`config.mk`:
```
export PLATFORM = sky130hd
export DESIGN_NAME = ctpwm_timer
export DESIGN_NICKNAME = d
export VERILOG_FILES = /design/src/ctpwm_prescaler.v /design/src/ctpwm_shadow.v /design/src/ctpwm_timer.v
export VERILOG_INCLUDE_DIRS = /design/src /design/src/src
export SDC_FILE = /design/constraint.sdc
export NUM_CORES = 1
export LEC_CHECK = 0
export BUFFER_PORTS_ARGS = -buffer_cell sky130_fd_sc_hd__buf_2
export CAP_MARGIN = 0
export CORE_MARGIN = 5
export CORE_UTILIZATION = 35
export CTS_CLUSTER_SIZE = 16
export DETAILED_ROUTE_END_ITERATION = 7
export SKIP_LAST_GASP = 1
export SLEW_MARGIN = 0
export SYNTH_ARGS = -nofsm -noshare
export SYNTH_HDL_FRONTEND = slang
export SYNTH_HIERARCHICAL = 1
export SYNTH_SLANG_ARGS = --single-unit
```
`constraint.sdc`:
```
create_clock -name mclk -period 2.4 [get_ports mclk]
set_input_delay 0.12 -clock mclk [delete_from_list [all_inputs] [get_ports mclk]]
set_output_delay 0.12 -clock mclk [all_outputs]
set_load 0.05 [all_outputs]
```
`src/ctpwm_map.vh`:
```
// register map, field positions, reset values and counts of the compare pwm timer
`ifndef CTPWM_MAP_VH
`define CTPWM_MAP_VH

// ----------------------------------------------------------------------------
// register indices (byte address is four times the index)
// ----------------------------------------------------------------------------
`define CTPWM_IDX_CTRL      10'h0c1
`define CTPWM_IDX_INIT      10'h0c2
`define CTPWM_IDX_IEN       10'h0c3
`define CTPWM_IDX_PER_LO    10'h0d2
`define CTPWM_IDX_PER_HI    10'h0d3
`define CTPWM_IDX_CMP_LO    10'h0d4
`define CTPWM_IDX_CMP_HI    10'h0d5
`define CTPWM_ADDR_CTRL     {`CTPWM_IDX_CTRL, 2'h0}
`define CTPWM_ADDR_INIT     {`CTPWM_IDX_INIT, 2'h0}
`define CTPWM_ADDR_IEN      {`CTPWM_IDX_IEN, 2'h0}
`define CTPWM_ADDR_PER_LO   {`CTPWM_IDX_PER_LO, 2'h0}
`define CTPWM_ADDR_PER_HI   {`CTPWM_IDX_PER_HI, 2'h0}
`define CTPWM_ADDR_CMP_LO   {`CTPWM_IDX_CMP_LO, 2'h0}
`define CTPWM_ADDR_CMP_HI   {`CTPWM_IDX_CMP_HI, 2'h0}

// ----------------------------------------------------------------------------
// control register fields
// ----------------------------------------------------------------------------
`define CTPWM_CTRL_FLAG     7
`define CTPWM_CTRL_CONNECT  6
`define CTPWM_CTRL_STE      5
`define CTPWM_CTRL_RESSEL   4
`define CTPWM_CTRL_RUN      3
`define CTPWM_CTRL_PSC_HI   2
`define CTPWM_CTRL_PSC_LO   0
`define CTPWM_CTRL_RESET    8'h10

// ----------------------------------------------------------------------------
// initial level and interrupt enable fields
// ----------------------------------------------------------------------------
`define CTPWM_INIT_LEVEL    7
`define CTPWM_INIT_RESET    8'h80
`define CTPWM_INIT_MASK     8'h80
`define CTPWM_PIN_RESET     1'b1
`define CTPWM_IEN_BIT       0
`define CTPWM_IEN_RESET     8'h00
`define CTPWM_IEN_MASK      8'h01

// ----------------------------------------------------------------------------
// widths and values
// ----------------------------------------------------------------------------
`define CTPWM_CNT_W         10
`define CTPWM_CNT_ZERO      10'h000
`define CTPWM_CNT_ONE       10'h001
`define CTPWM_HI_BITS       2
`define CTPWM_SHADOW_RESET  10'h000
`define CTPWM_PSC_W         8
`define CTPWM_PSC_RESET     8'h00
`define CTPWM_PSC_ONE       8'h01
`define CTPWM_DATA_ZERO     32'h00000000
`define CTPWM_ADDR_W        12
`define CTPWM_WORD_LANE     2'h0

`endif

```
`src/ctpwm_prescaler.v`:
```
// prescaler that makes the counting enable pulse of the compare pwm timer
`timescale 1ns/10ps
`include "ctpwm_map.vh"

module ctpwm_prescaler (
	input  wire       mclk,
	input  wire       rst_n,
	input  wire [2:0] prescale_select,
	output wire       count_tick
);

	reg  [`CTPWM_PSC_W-1:0] div_count;
	wire [`CTPWM_PSC_W-1:0] low_mask;

	// ------------------------------------------------------------------------
	// free running divider
	// ------------------------------------------------------------------------
	// mask covers select+1 low bits, so the tick period is 2 to 256 cycles
	assign low_mask = (`CTPWM_PSC_ONE << prescale_select) | ((`CTPWM_PSC_ONE << prescale_select) - `CTPWM_PSC_ONE);

	// divider counts every mclk cycle
	always @(posedge mclk) begin
		if (!rst_n) begin
			div_count <= `CTPWM_PSC_RESET;
		end else begin
			div_count <= div_count + `CTPWM_PSC_ONE;
		end
	end

	// tick when all selected low bits are ones
	assign count_tick = &(div_count | ~low_mask);

endmodule // ctpwm_prescaler

```
`src/ctpwm_shadow.v`:
```
// byte writable 10-bit shadow latch for period or compare value
`timescale 1ns/10ps
`include "ctpwm_map.vh"

module ctpwm_shadow (
	input  wire                    mclk,
	input  wire                    rst_n,
	input  wire                    write_low,
	input  wire                    write_high,
	input  wire [7:0]              write_data,
	output reg  [`CTPWM_CNT_W-1:0] shadow_value
);

	// ------------------------------------------------------------------------
	// independent low and high byte writes
	// ------------------------------------------------------------------------
	// each byte keeps its value when the other is written
	always @(posedge mclk) begin
		if (!rst_n) begin
			shadow_value <= `CTPWM_SHADOW_RESET;
		end else begin
			if (write_low) begin
				shadow_value[7:0] <= write_data;
			end
			if (write_high) begin
				shadow_value[`CTPWM_CNT_W-1:8] <= write_data[`CTPWM_HI_BITS-1:0];
			end
		end
	end

endmodule // ctpwm_shadow

```
`src/ctpwm_timer.v`:
```
// top of the single channel 10-bit compare pwm timer with its apb register file
`timescale 1ns/10ps
`include "ctpwm_map.vh"

// Functional notes
// - period and compare are 10-bit, byte split, writes go to shadow latches
// - setting control bit 5 arms copy of shadows into working registers
// - armed copy happens only when the counter is at zero next time
// - hardware clears the transfer enable bit with the automatic copy
// - period and compare reads return the shadow latches
// - period flag sets when counter equals working period
// - flag with interrupt enabled raises the timer interrupt request
// - running and not connected, pin shows the initial level bit
// - running and connected, pin shows the generated waveform
// - reset select 0 run 0, counter stops, pin holds its level
// - reset select 0 run 1 runs; first start loads initial level
// - reset select 1 run 0 stops, clears counter, pin takes initial level
// - reset select 1 run 1 keeps running without clearing
// - control register resets to 00010000
// - counter counts zero to working period then back to zero
// - waveform toggles at compare match and again at return to zero
// - prescale select codes divide the clock by 2 up to 256
module ctpwm_timer (
	input  wire                     mclk,
	input  wire                     rst_n,
	input  wire                     psel,
	input  wire                     penable,
	input  wire                     pwrite,
	input  wire [`CTPWM_ADDR_W-1:0] paddr,
	input  wire [31:0]              pwdata,
	input  wire [3:0]               pstrb,
	output reg  [31:0]              prdata,
	output wire                     pready,
	output wire                     pslverr,
	output reg                      pwm_output_pin,
	output reg                      timer_irq
);

	// ------------------------------------------------------------------------
	// declarations
	// ------------------------------------------------------------------------
	reg  [7:0]              pwm_timer_control;
	reg  [7:0]              initial_level_register;
	reg  [7:0]              pwm_int_enable;
	reg  [`CTPWM_CNT_W-1:0] count_value;
	reg  [`CTPWM_CNT_W-1:0] period_work;
	reg  [`CTPWM_CNT_W-1:0] compare_work;
	reg                     pwm_wave;
	reg                     first_start;
	reg  [7:0]              next_control;
	reg                     next_wave;
	reg  [31:0]             next_rdata;
	wire [`CTPWM_CNT_W-1:0] period_shadow;
	wire [`CTPWM_CNT_W-1:0] compare_shadow;
	wire                    count_tick;
	wire                    setup_phase;
	wire                    write_now;
	wire                    lane0;
	wire                    mapped;
	wire                    period_match_flag;
	wire                    output_connect;
	wire                    shadow_transfer_enable;
	wire                    counter_reset_select;
	wire                    counter_run;
	wire [2:0]              prescale_select;
	wire                    output_initial_level;
	wire                    step;
	wire                    at_period;
	wire                    at_compare;
	wire                    at_zero;
	wire                    transfer_now;
	wire                    start_now;
	wire                    hold_reset;
	wire                    sel_ctrl;
	wire                    sel_init;
	wire                    sel_ien;
	wire                    sel_per_lo;
	wire                    sel_per_hi;
	wire                    sel_cmp_lo;
	wire                    sel_cmp_hi;
	wire                    wr_ctrl;
	wire                    wr_init;
	wire                    wr_ien;
	wire                    wr_per_lo;
	wire                    wr_per_hi;
	wire                    wr_cmp_lo;
	wire                    wr_cmp_hi;

	// ------------------------------------------------------------------------
	// address decode
	// ------------------------------------------------------------------------
	// compares a bus address against one register word address
	function hit;
		input [`CTPWM_ADDR_W-1:0] addr;
		input [`CTPWM_ADDR_W-1:0] reg_addr;
		begin
			hit = (addr == reg_addr);
		end
	endfunction

	// zero wait state slave, error on unmapped word
	assign pready      = 1'b1;
	assign setup_phase = psel & ~penable;
	assign write_now   = psel & penable & pwrite & pready;
	assign lane0       = pstrb[0];
	assign mapped      = sel_ctrl | sel_init | sel_ien | sel_per_lo | sel_per_hi |
	                     sel_cmp_lo | sel_cmp_hi;
	assign pslverr     = psel & penable & ~mapped;

	// ------------------------------------------------------------------------
	// register selects and write strobes
	// ------------------------------------------------------------------------
	// one select per register word, shared by the write strobes and the error decode; the read path decodes again
	assign sel_ctrl    = hit(paddr, `CTPWM_ADDR_CTRL);
	assign sel_init    = hit(paddr, `CTPWM_ADDR_INIT);
	assign sel_ien     = hit(paddr, `CTPWM_ADDR_IEN);
	assign sel_per_lo  = hit(paddr, `CTPWM_ADDR_PER_LO);
	assign sel_per_hi  = hit(paddr, `CTPWM_ADDR_PER_HI);
	assign sel_cmp_lo  = hit(paddr, `CTPWM_ADDR_CMP_LO);
	assign sel_cmp_hi  = hit(paddr, `CTPWM_ADDR_CMP_HI);

	// a write lands only in the access cycle and only with byte lane 0 on
	assign wr_ctrl     = write_now & lane0 & sel_ctrl;
	assign wr_init     = write_now & lane0 & sel_init;
	assign wr_ien      = write_now & lane0 & sel_ien;
	assign wr_per_lo   = write_now & lane0 & sel_per_lo;
	assign wr_per_hi   = write_now & lane0 & sel_per_hi;
	assign wr_cmp_lo   = write_now & lane0 & sel_cmp_lo;
	assign wr_cmp_hi   = write_now & lane0 & sel_cmp_hi;

	// ------------------------------------------------------------------------
	// control fields
	// ------------------------------------------------------------------------
	assign period_match_flag      = pwm_timer_control[`CTPWM_CTRL_FLAG];
	assign output_connect         = pwm_timer_control[`CTPWM_CTRL_CONNECT];
	assign shadow_transfer_enable = pwm_timer_control[`CTPWM_CTRL_STE];
	assign counter_reset_select   = pwm_timer_control[`CTPWM_CTRL_RESSEL];
	assign counter_run            = pwm_timer_control[`CTPWM_CTRL_RUN];
	assign prescale_select        = pwm_timer_control[`CTPWM_CTRL_PSC_HI:`CTPWM_CTRL_PSC_LO];
	assign output_initial_level   = initial_level_register[`CTPWM_INIT_LEVEL];

	// ------------------------------------------------------------------------
	// prescaler and shadow latches
	// ------------------------------------------------------------------------
	ctpwm_prescaler u_prescaler (
		.mclk            (mclk),
		.rst_n           (rst_n),
		.prescale_select (prescale_select),
		.count_tick      (count_tick)
	);

	// period shadow, written only through the bus
	ctpwm_shadow u_period_shadow (
		.mclk         (mclk),
		.rst_n        (rst_n),
		.write_low    (wr_per_lo),
		.write_high   (wr_per_hi),
		.write_data   (pwdata[7:0]),
		.shadow_value (period_shadow)
	);

	// compare shadow, written only through the bus
	ctpwm_shadow u_compare_shadow (
		.mclk         (mclk),
		.rst_n        (rst_n),
		.write_low    (wr_cmp_lo),
		.write_high   (wr_cmp_hi),
		.write_data   (pwdata[7:0]),
		.shadow_value (compare_shadow)
	);

	// ------------------------------------------------------------------------
	// counter events
	// ------------------------------------------------------------------------
	// counting step only while run is set, whatever reset select says
	assign step         = count_tick & counter_run;
	assign at_period    = (count_value == period_work);
	assign at_compare   = (count_value == compare_work);
	assign at_zero      = (count_value == `CTPWM_CNT_ZERO);
	assign transfer_now = step & at_zero & shadow_transfer_enable;
	assign start_now    = counter_run & first_start;
	assign hold_reset   = counter_reset_select & ~counter_run;

	// ------------------------------------------------------------------------
	// control register next value
	// ------------------------------------------------------------------------
	// hardware set of the flag wins over a software clear in the same cycle
	always @* begin
		next_control = pwm_timer_control;
		if (wr_ctrl) begin
			next_control = pwdata[7:0];
		end
		if (transfer_now & ~(wr_ctrl & pwdata[`CTPWM_CTRL_STE])) begin
			next_control[`CTPWM_CTRL_STE] = 1'b0;
		end
		if (step & at_period) begin
			next_control[`CTPWM_CTRL_FLAG] = 1'b1;
		end
	end

	// control register, software writes steer run, connect and prescale
	always @(posedge mclk) begin
		if (!rst_n) begin
			pwm_timer_control <= `CTPWM_CTRL_RESET;
		end else begin
			pwm_timer_control <= next_control;
		end
	end

	// ------------------------------------------------------------------------
	// initial level and interrupt enable registers
	// ------------------------------------------------------------------------
	always @(posedge mclk) begin
		if (!rst_n) begin
			initial_level_register <= `CTPWM_INIT_RESET;
			pwm_int_enable         <= `CTPWM_IEN_RESET;
		end else begin
			if (wr_init) begin
				initial_level_register <= pwdata[7:0] & `CTPWM_INIT_MASK;
			end
			if (wr_ien) begin
				pwm_int_enable <= pwdata[7:0] & `CTPWM_IEN_MASK;
			end
		end
	end

	// ------------------------------------------------------------------------
	// working registers
	// ------------------------------------------------------------------------
	// loaded from the shadows only on an armed pass through zero
	always @(posedge mclk) begin
		if (!rst_n) begin
			period_work  <= `CTPWM_SHADOW_RESET;
			compare_work <= `CTPWM_SHADOW_RESET;
		end else if (transfer_now) begin
			period_work  <= period_shadow;
			compare_work <= compare_shadow;
		end
	end

	// ------------------------------------------------------------------------
	// compare timer
	// ------------------------------------------------------------------------
	// up count to the working period, then back to zero
	always @(posedge mclk) begin
		if (!rst_n) begin
			count_value <= `CTPWM_CNT_ZERO;
		end else if (hold_reset) begin
			count_value <= `CTPWM_CNT_ZERO;
		end else if (step) begin
			if (at_period) begin
				count_value <= `CTPWM_CNT_ZERO;
			end else begin
				count_value <= count_value + `CTPWM_CNT_ONE;
			end
		end
	end

	// ------------------------------------------------------------------------
	// waveform generation
	// ------------------------------------------------------------------------
	// toggle at compare match and at wrap to zero; both together cancel
	always @* begin
		next_wave = pwm_wave;
		if (hold_reset | start_now) begin
			next_wave = output_initial_level;
		end else if (step) begin
			next_wave = pwm_wave ^ at_compare ^ at_period;
		end
	end

	// waveform state and first start tracking
	always @(posedge mclk) begin
		if (!rst_n) begin
			pwm_wave    <= `CTPWM_PIN_RESET;
			first_start <= 1'b1;
		end else begin
			pwm_wave <= next_wave;
			if (counter_run) begin
				first_start <= 1'b0;
			end
		end
	end

	// ------------------------------------------------------------------------
	// output pin
	// ------------------------------------------------------------------------
	// stopped without reset select keeps the pin as it is
	always @(posedge mclk) begin
		if (!rst_n) begin
			pwm_output_pin <= `CTPWM_PIN_RESET;
		end else if (counter_run) begin
			if (output_connect) begin
				pwm_output_pin <= next_wave;
			end else begin
				pwm_output_pin <= output_initial_level;
			end
		end else if (counter_reset_select) begin
			pwm_output_pin <= output_initial_level;
		end else begin
			pwm_output_pin <= pwm_output_pin;
		end
	end

	// ------------------------------------------------------------------------
	// interrupt request
	// ------------------------------------------------------------------------
	// level request while the flag stands and the enable is set
	always @(posedge mclk) begin
		if (!rst_n) begin
			timer_irq <= 1'b0;
		end else begin
			timer_irq <= next_control[`CTPWM_CTRL_FLAG] & pwm_int_enable[`CTPWM_IEN_BIT];
		end
	end

	// ------------------------------------------------------------------------
	// read data
	// ------------------------------------------------------------------------
	// read path selects the shadow latches, never the working values
	always @* begin
		next_rdata = `CTPWM_DATA_ZERO;
		if (hit(paddr, `CTPWM_ADDR_CTRL)) begin
			next_rdata[7:0] = pwm_timer_control;
		end else if (hit(paddr, `CTPWM_ADDR_INIT)) begin
			next_rdata[7:0] = initial_level_register;
		end else if (hit(paddr, `CTPWM_ADDR_IEN)) begin
			next_rdata[7:0] = pwm_int_enable;
		end else if (hit(paddr, `CTPWM_ADDR_PER_LO)) begin
			next_rdata[7:0] = period_shadow[7:0];
		end else if (hit(paddr, `CTPWM_ADDR_PER_HI)) begin
			next_rdata[`CTPWM_HI_BITS-1:0] = period_shadow[`CTPWM_CNT_W-1:8];
		end else if (hit(paddr, `CTPWM_ADDR_CMP_LO)) begin
			next_rdata[7:0] = compare_shadow[7:0];
		end else if (hit(paddr, `CTPWM_ADDR_CMP_HI)) begin
			next_rdata[`CTPWM_HI_BITS-1:0] = compare_shadow[`CTPWM_CNT_W-1:8];
		end
	end

	// read data is captured in the setup cycle and held through the access
	always @(posedge mclk) begin
		if (!rst_n) begin
			prdata <= `CTPWM_DATA_ZERO;
		end else if (setup_phase & ~pwrite) begin
			prdata <= next_rdata;
		end
	end

endmodule // ctpwm_timer
```
==> flow_summary.ini <==
[power_and_ir_drop]
total_power_uw = 2940
p_leak_uw = 0.00190
power_density_mw_per_mm2 = 646
seqPwrFrac = 0.457
ir_worst_vdd_uv = 438
clkPwrFrac = 0.469
p_sw_frac = 0.245
combPwrFrac = 0.074
internal_power_uw = 2220
power_switching_uw = 723

[placement]
placed_cells = 612
io_buffers = 36
gp_congestion = 0.836
hpwl_um = 6770

[cells_and_area]
fill_cells = 1080
instances_no_fill = 628
multi_input_area_mm2 = 0.00215
syn_to_final_growth_pct = 14.7
antenna_cells = 0
nets = 539
ff_latch_area_mm2 = 0.00160
drive_gt1_frac = 0.154

[global_route]
grt_pass1_vias = 3107
grt_antenna_before_repair = 0
grt_pass1_wl_um = 15000
track_usage = 0.140
grt_remaining_overflow = 0
grt_start_max_net_pins = 33

[synthesis]
seq_area_frac_synth = 0.403
postSynthCellCount = 444
synth_commonest_cells = dfxtp_1 (80), mux2i_1 (51), nor2_1 (46), nand2_1 (31), buf_4 (25)
yosys_warnings = 6
avgSynthCellArea_um2 = 8.94
synthesis.area_mm2 = 0.00397
yosys.area.top_type = dfxtp_1
yosysMostFrequentCell = dfxtp_1
synth_edf_count = 0
synthTopCellsByArea = dfxtp_1 (40%), mux2i_1 (13%), buf_4 (4.7%)
yosys_most_used_dff = dfxtp_1
synth_seq_cells = 80
synth_cell_type_count = 43
async_flop_share = 0
synth_top_area_share = 0.403

[worst_setup_path]
critPathCaptureType = register
crit_fanout = 6
arrival_ns = 2.46
crit_path_start_kind = register
crit_required_ns = 2.67
criticalPathCategory = reg -> reg

[detailed_routing]
via_per_inst = 4.91
drc_errors = 0
wl_um = 8990
firstDrtPassIters = 4
vias = 3083
drtIter0Drc = 134
wl_per_cell_um = 14.3
antenna_left = 0

[timing]
maxSlewViolCount = 0
fin_crit_ns = 2.19
finalSetupTns_ns = 0
max_slew_margin = 0.645
hold_slack_ns = 0.0647
worst_pin_slew_ns = 0.528
hold_viol_final = 0
fin_crit_sh = 0.913
skew_ns = 0.00678
fmaxAchievable_mhz = 457
setup_viol = 0
rsz0062_at_grt = false

[cts]
insertion_delay_ns = 0.33
clockBufferDepth = 2
cts_buffers = 9
cts_tree = yes
cts_setup_buffers = 0
htreeDepth = 3
ctsResizeCount = 0
hold_buffers = 0
path_clk_slew_ns = 0.06
clock_sinks = 80
cts_root_buf = clkbuf_16

[die]
rows = 38
die_height_um = 117
pin_count = 89
core_mm2 = 0.0110
die_area_mm2 = 0.0136
die_x_um = 117
initial_core_util = 0.361

[outcome]
outcome = finished clean

[worst_hold_path]
worstHoldPathType = in -> reg

[run]
maxCapViolCount = 0
[logic make-up (layout without fill, tap and decap cells)]
family          count (synthesis)  count (layout)  synth area share
other cells                     2              25           0.00189
simple gates                  169             169             0.223
flops                          80              80             0.403
xor+xnor                       31              31            0.0684
compound gates                 53              53            0.0841
fa+ha+maj                       3               3           0.00946
buf+inv                        54              75            0.0785
mux                            52              52             0.131
[worst paths after layout]
path	from	to	slack, ns	depth (start not counted)
max reg2reg	u_prescaler/div_count[2]$_SDFF_PN0_	count_value[5]$_SDFFE_PP0P_	0.21	11
min	pwdata[7]	initial_level_register[7]$_SDFFE_PN1P_	0.06	3
max	u_prescaler/div_count[2]$_SDFF_PN0_	count_value[5]$_SDFFE_PP0P_	0.21	11
min reg2reg	prdata[7]$_SDFFE_PN0P_	prdata[7]$_SDFFE_PN0P_	0.47	2
[power groups by stage]
stage          logic [uW]  clock network [uW]  registers [uW]
6_report              219                1380            1350
5_1_grt               236                1460            1350
4_1_cts               219                1410            1350
3_5_place_dp          219                   0            1380
3_3_place_gp          217                   0            1380
2_1_floorplan         176                   0            1390
[final cells by class]
cell class / count / share of cell area
clock buffers: 10 / 0.0525
clock inverters: 6 / 0.0151
inverters: 10 / 0.00824
well taps: 140 / 0.0385
flip-flops and latches: 80 / 0.352
repair buffers: 49 / 0.0610
multi-input cells: 333 / 0.473
[flip-flops by register name (all words and copies together) (netlist names)]
| signal | flops |
|---|---|
| pwm_wave | 1 |
| pwm_output_pin | 1 |
| timer_irq | 1 |
| count_value | 10 |
| u_period_shadow/shadow_value | 10 |
| u_prescaler/div_count | 8 |
| period_work | 10 |
| u_compare_shadow/shadow_value | 10 |
| first_start | 1 |
| pwm_int_enable | 1 |
| compare_work | 10 |
| prdata | 8 |
| pwm_timer_control | 8 |
| initial_level_register | 1 |
[layer usage]
layer,GRT usage,vias to the layer above,part of all wire
met3,0.0249,9,0.042
met4,0.0580,0,0.013
li1,-,1554,-
met2,0.235,62,0.48
met5,0,-,0
met1,0.178,1458,0.46
[placed cells by master, fill, tap and decap left out, drive strengths merged, types with 17 or more instances in the layout]
master  count
conb       25
mux2i      51
nand2      31
dfxtp      80
xor2       17
nand3      17
nor2       47
buf        49
nor2b      23
[stage by stage]
step / setup WS (ns) / util / cell area (um2)
after floorplan: 0.187 / - / 4060
after global placement: 0.112 / 0.386 / 4240
after detailed placement: 0.101 / 0.386 / 4240
after CTS: 0.120 / 0.414 / 4550
after global routing: 0.0441 / 0.415 / 4560
final: 0.210 / 0.415 / 4560
[worst max-delay path: stages, from the launching register on]
cell      delay (ns)
dfxtp_1         0.41
and3_1          0.23
a21boi_1        0.09
nor4_2          0.30
buf_4           0.17
and2_1          0.22
nand2_1         0.08
nor3_1          0.14
buf_4           0.16
nand3_1         0.09
xor2_1          0.16
nor2_1          0.09
(Power assumes the default switching activity.)
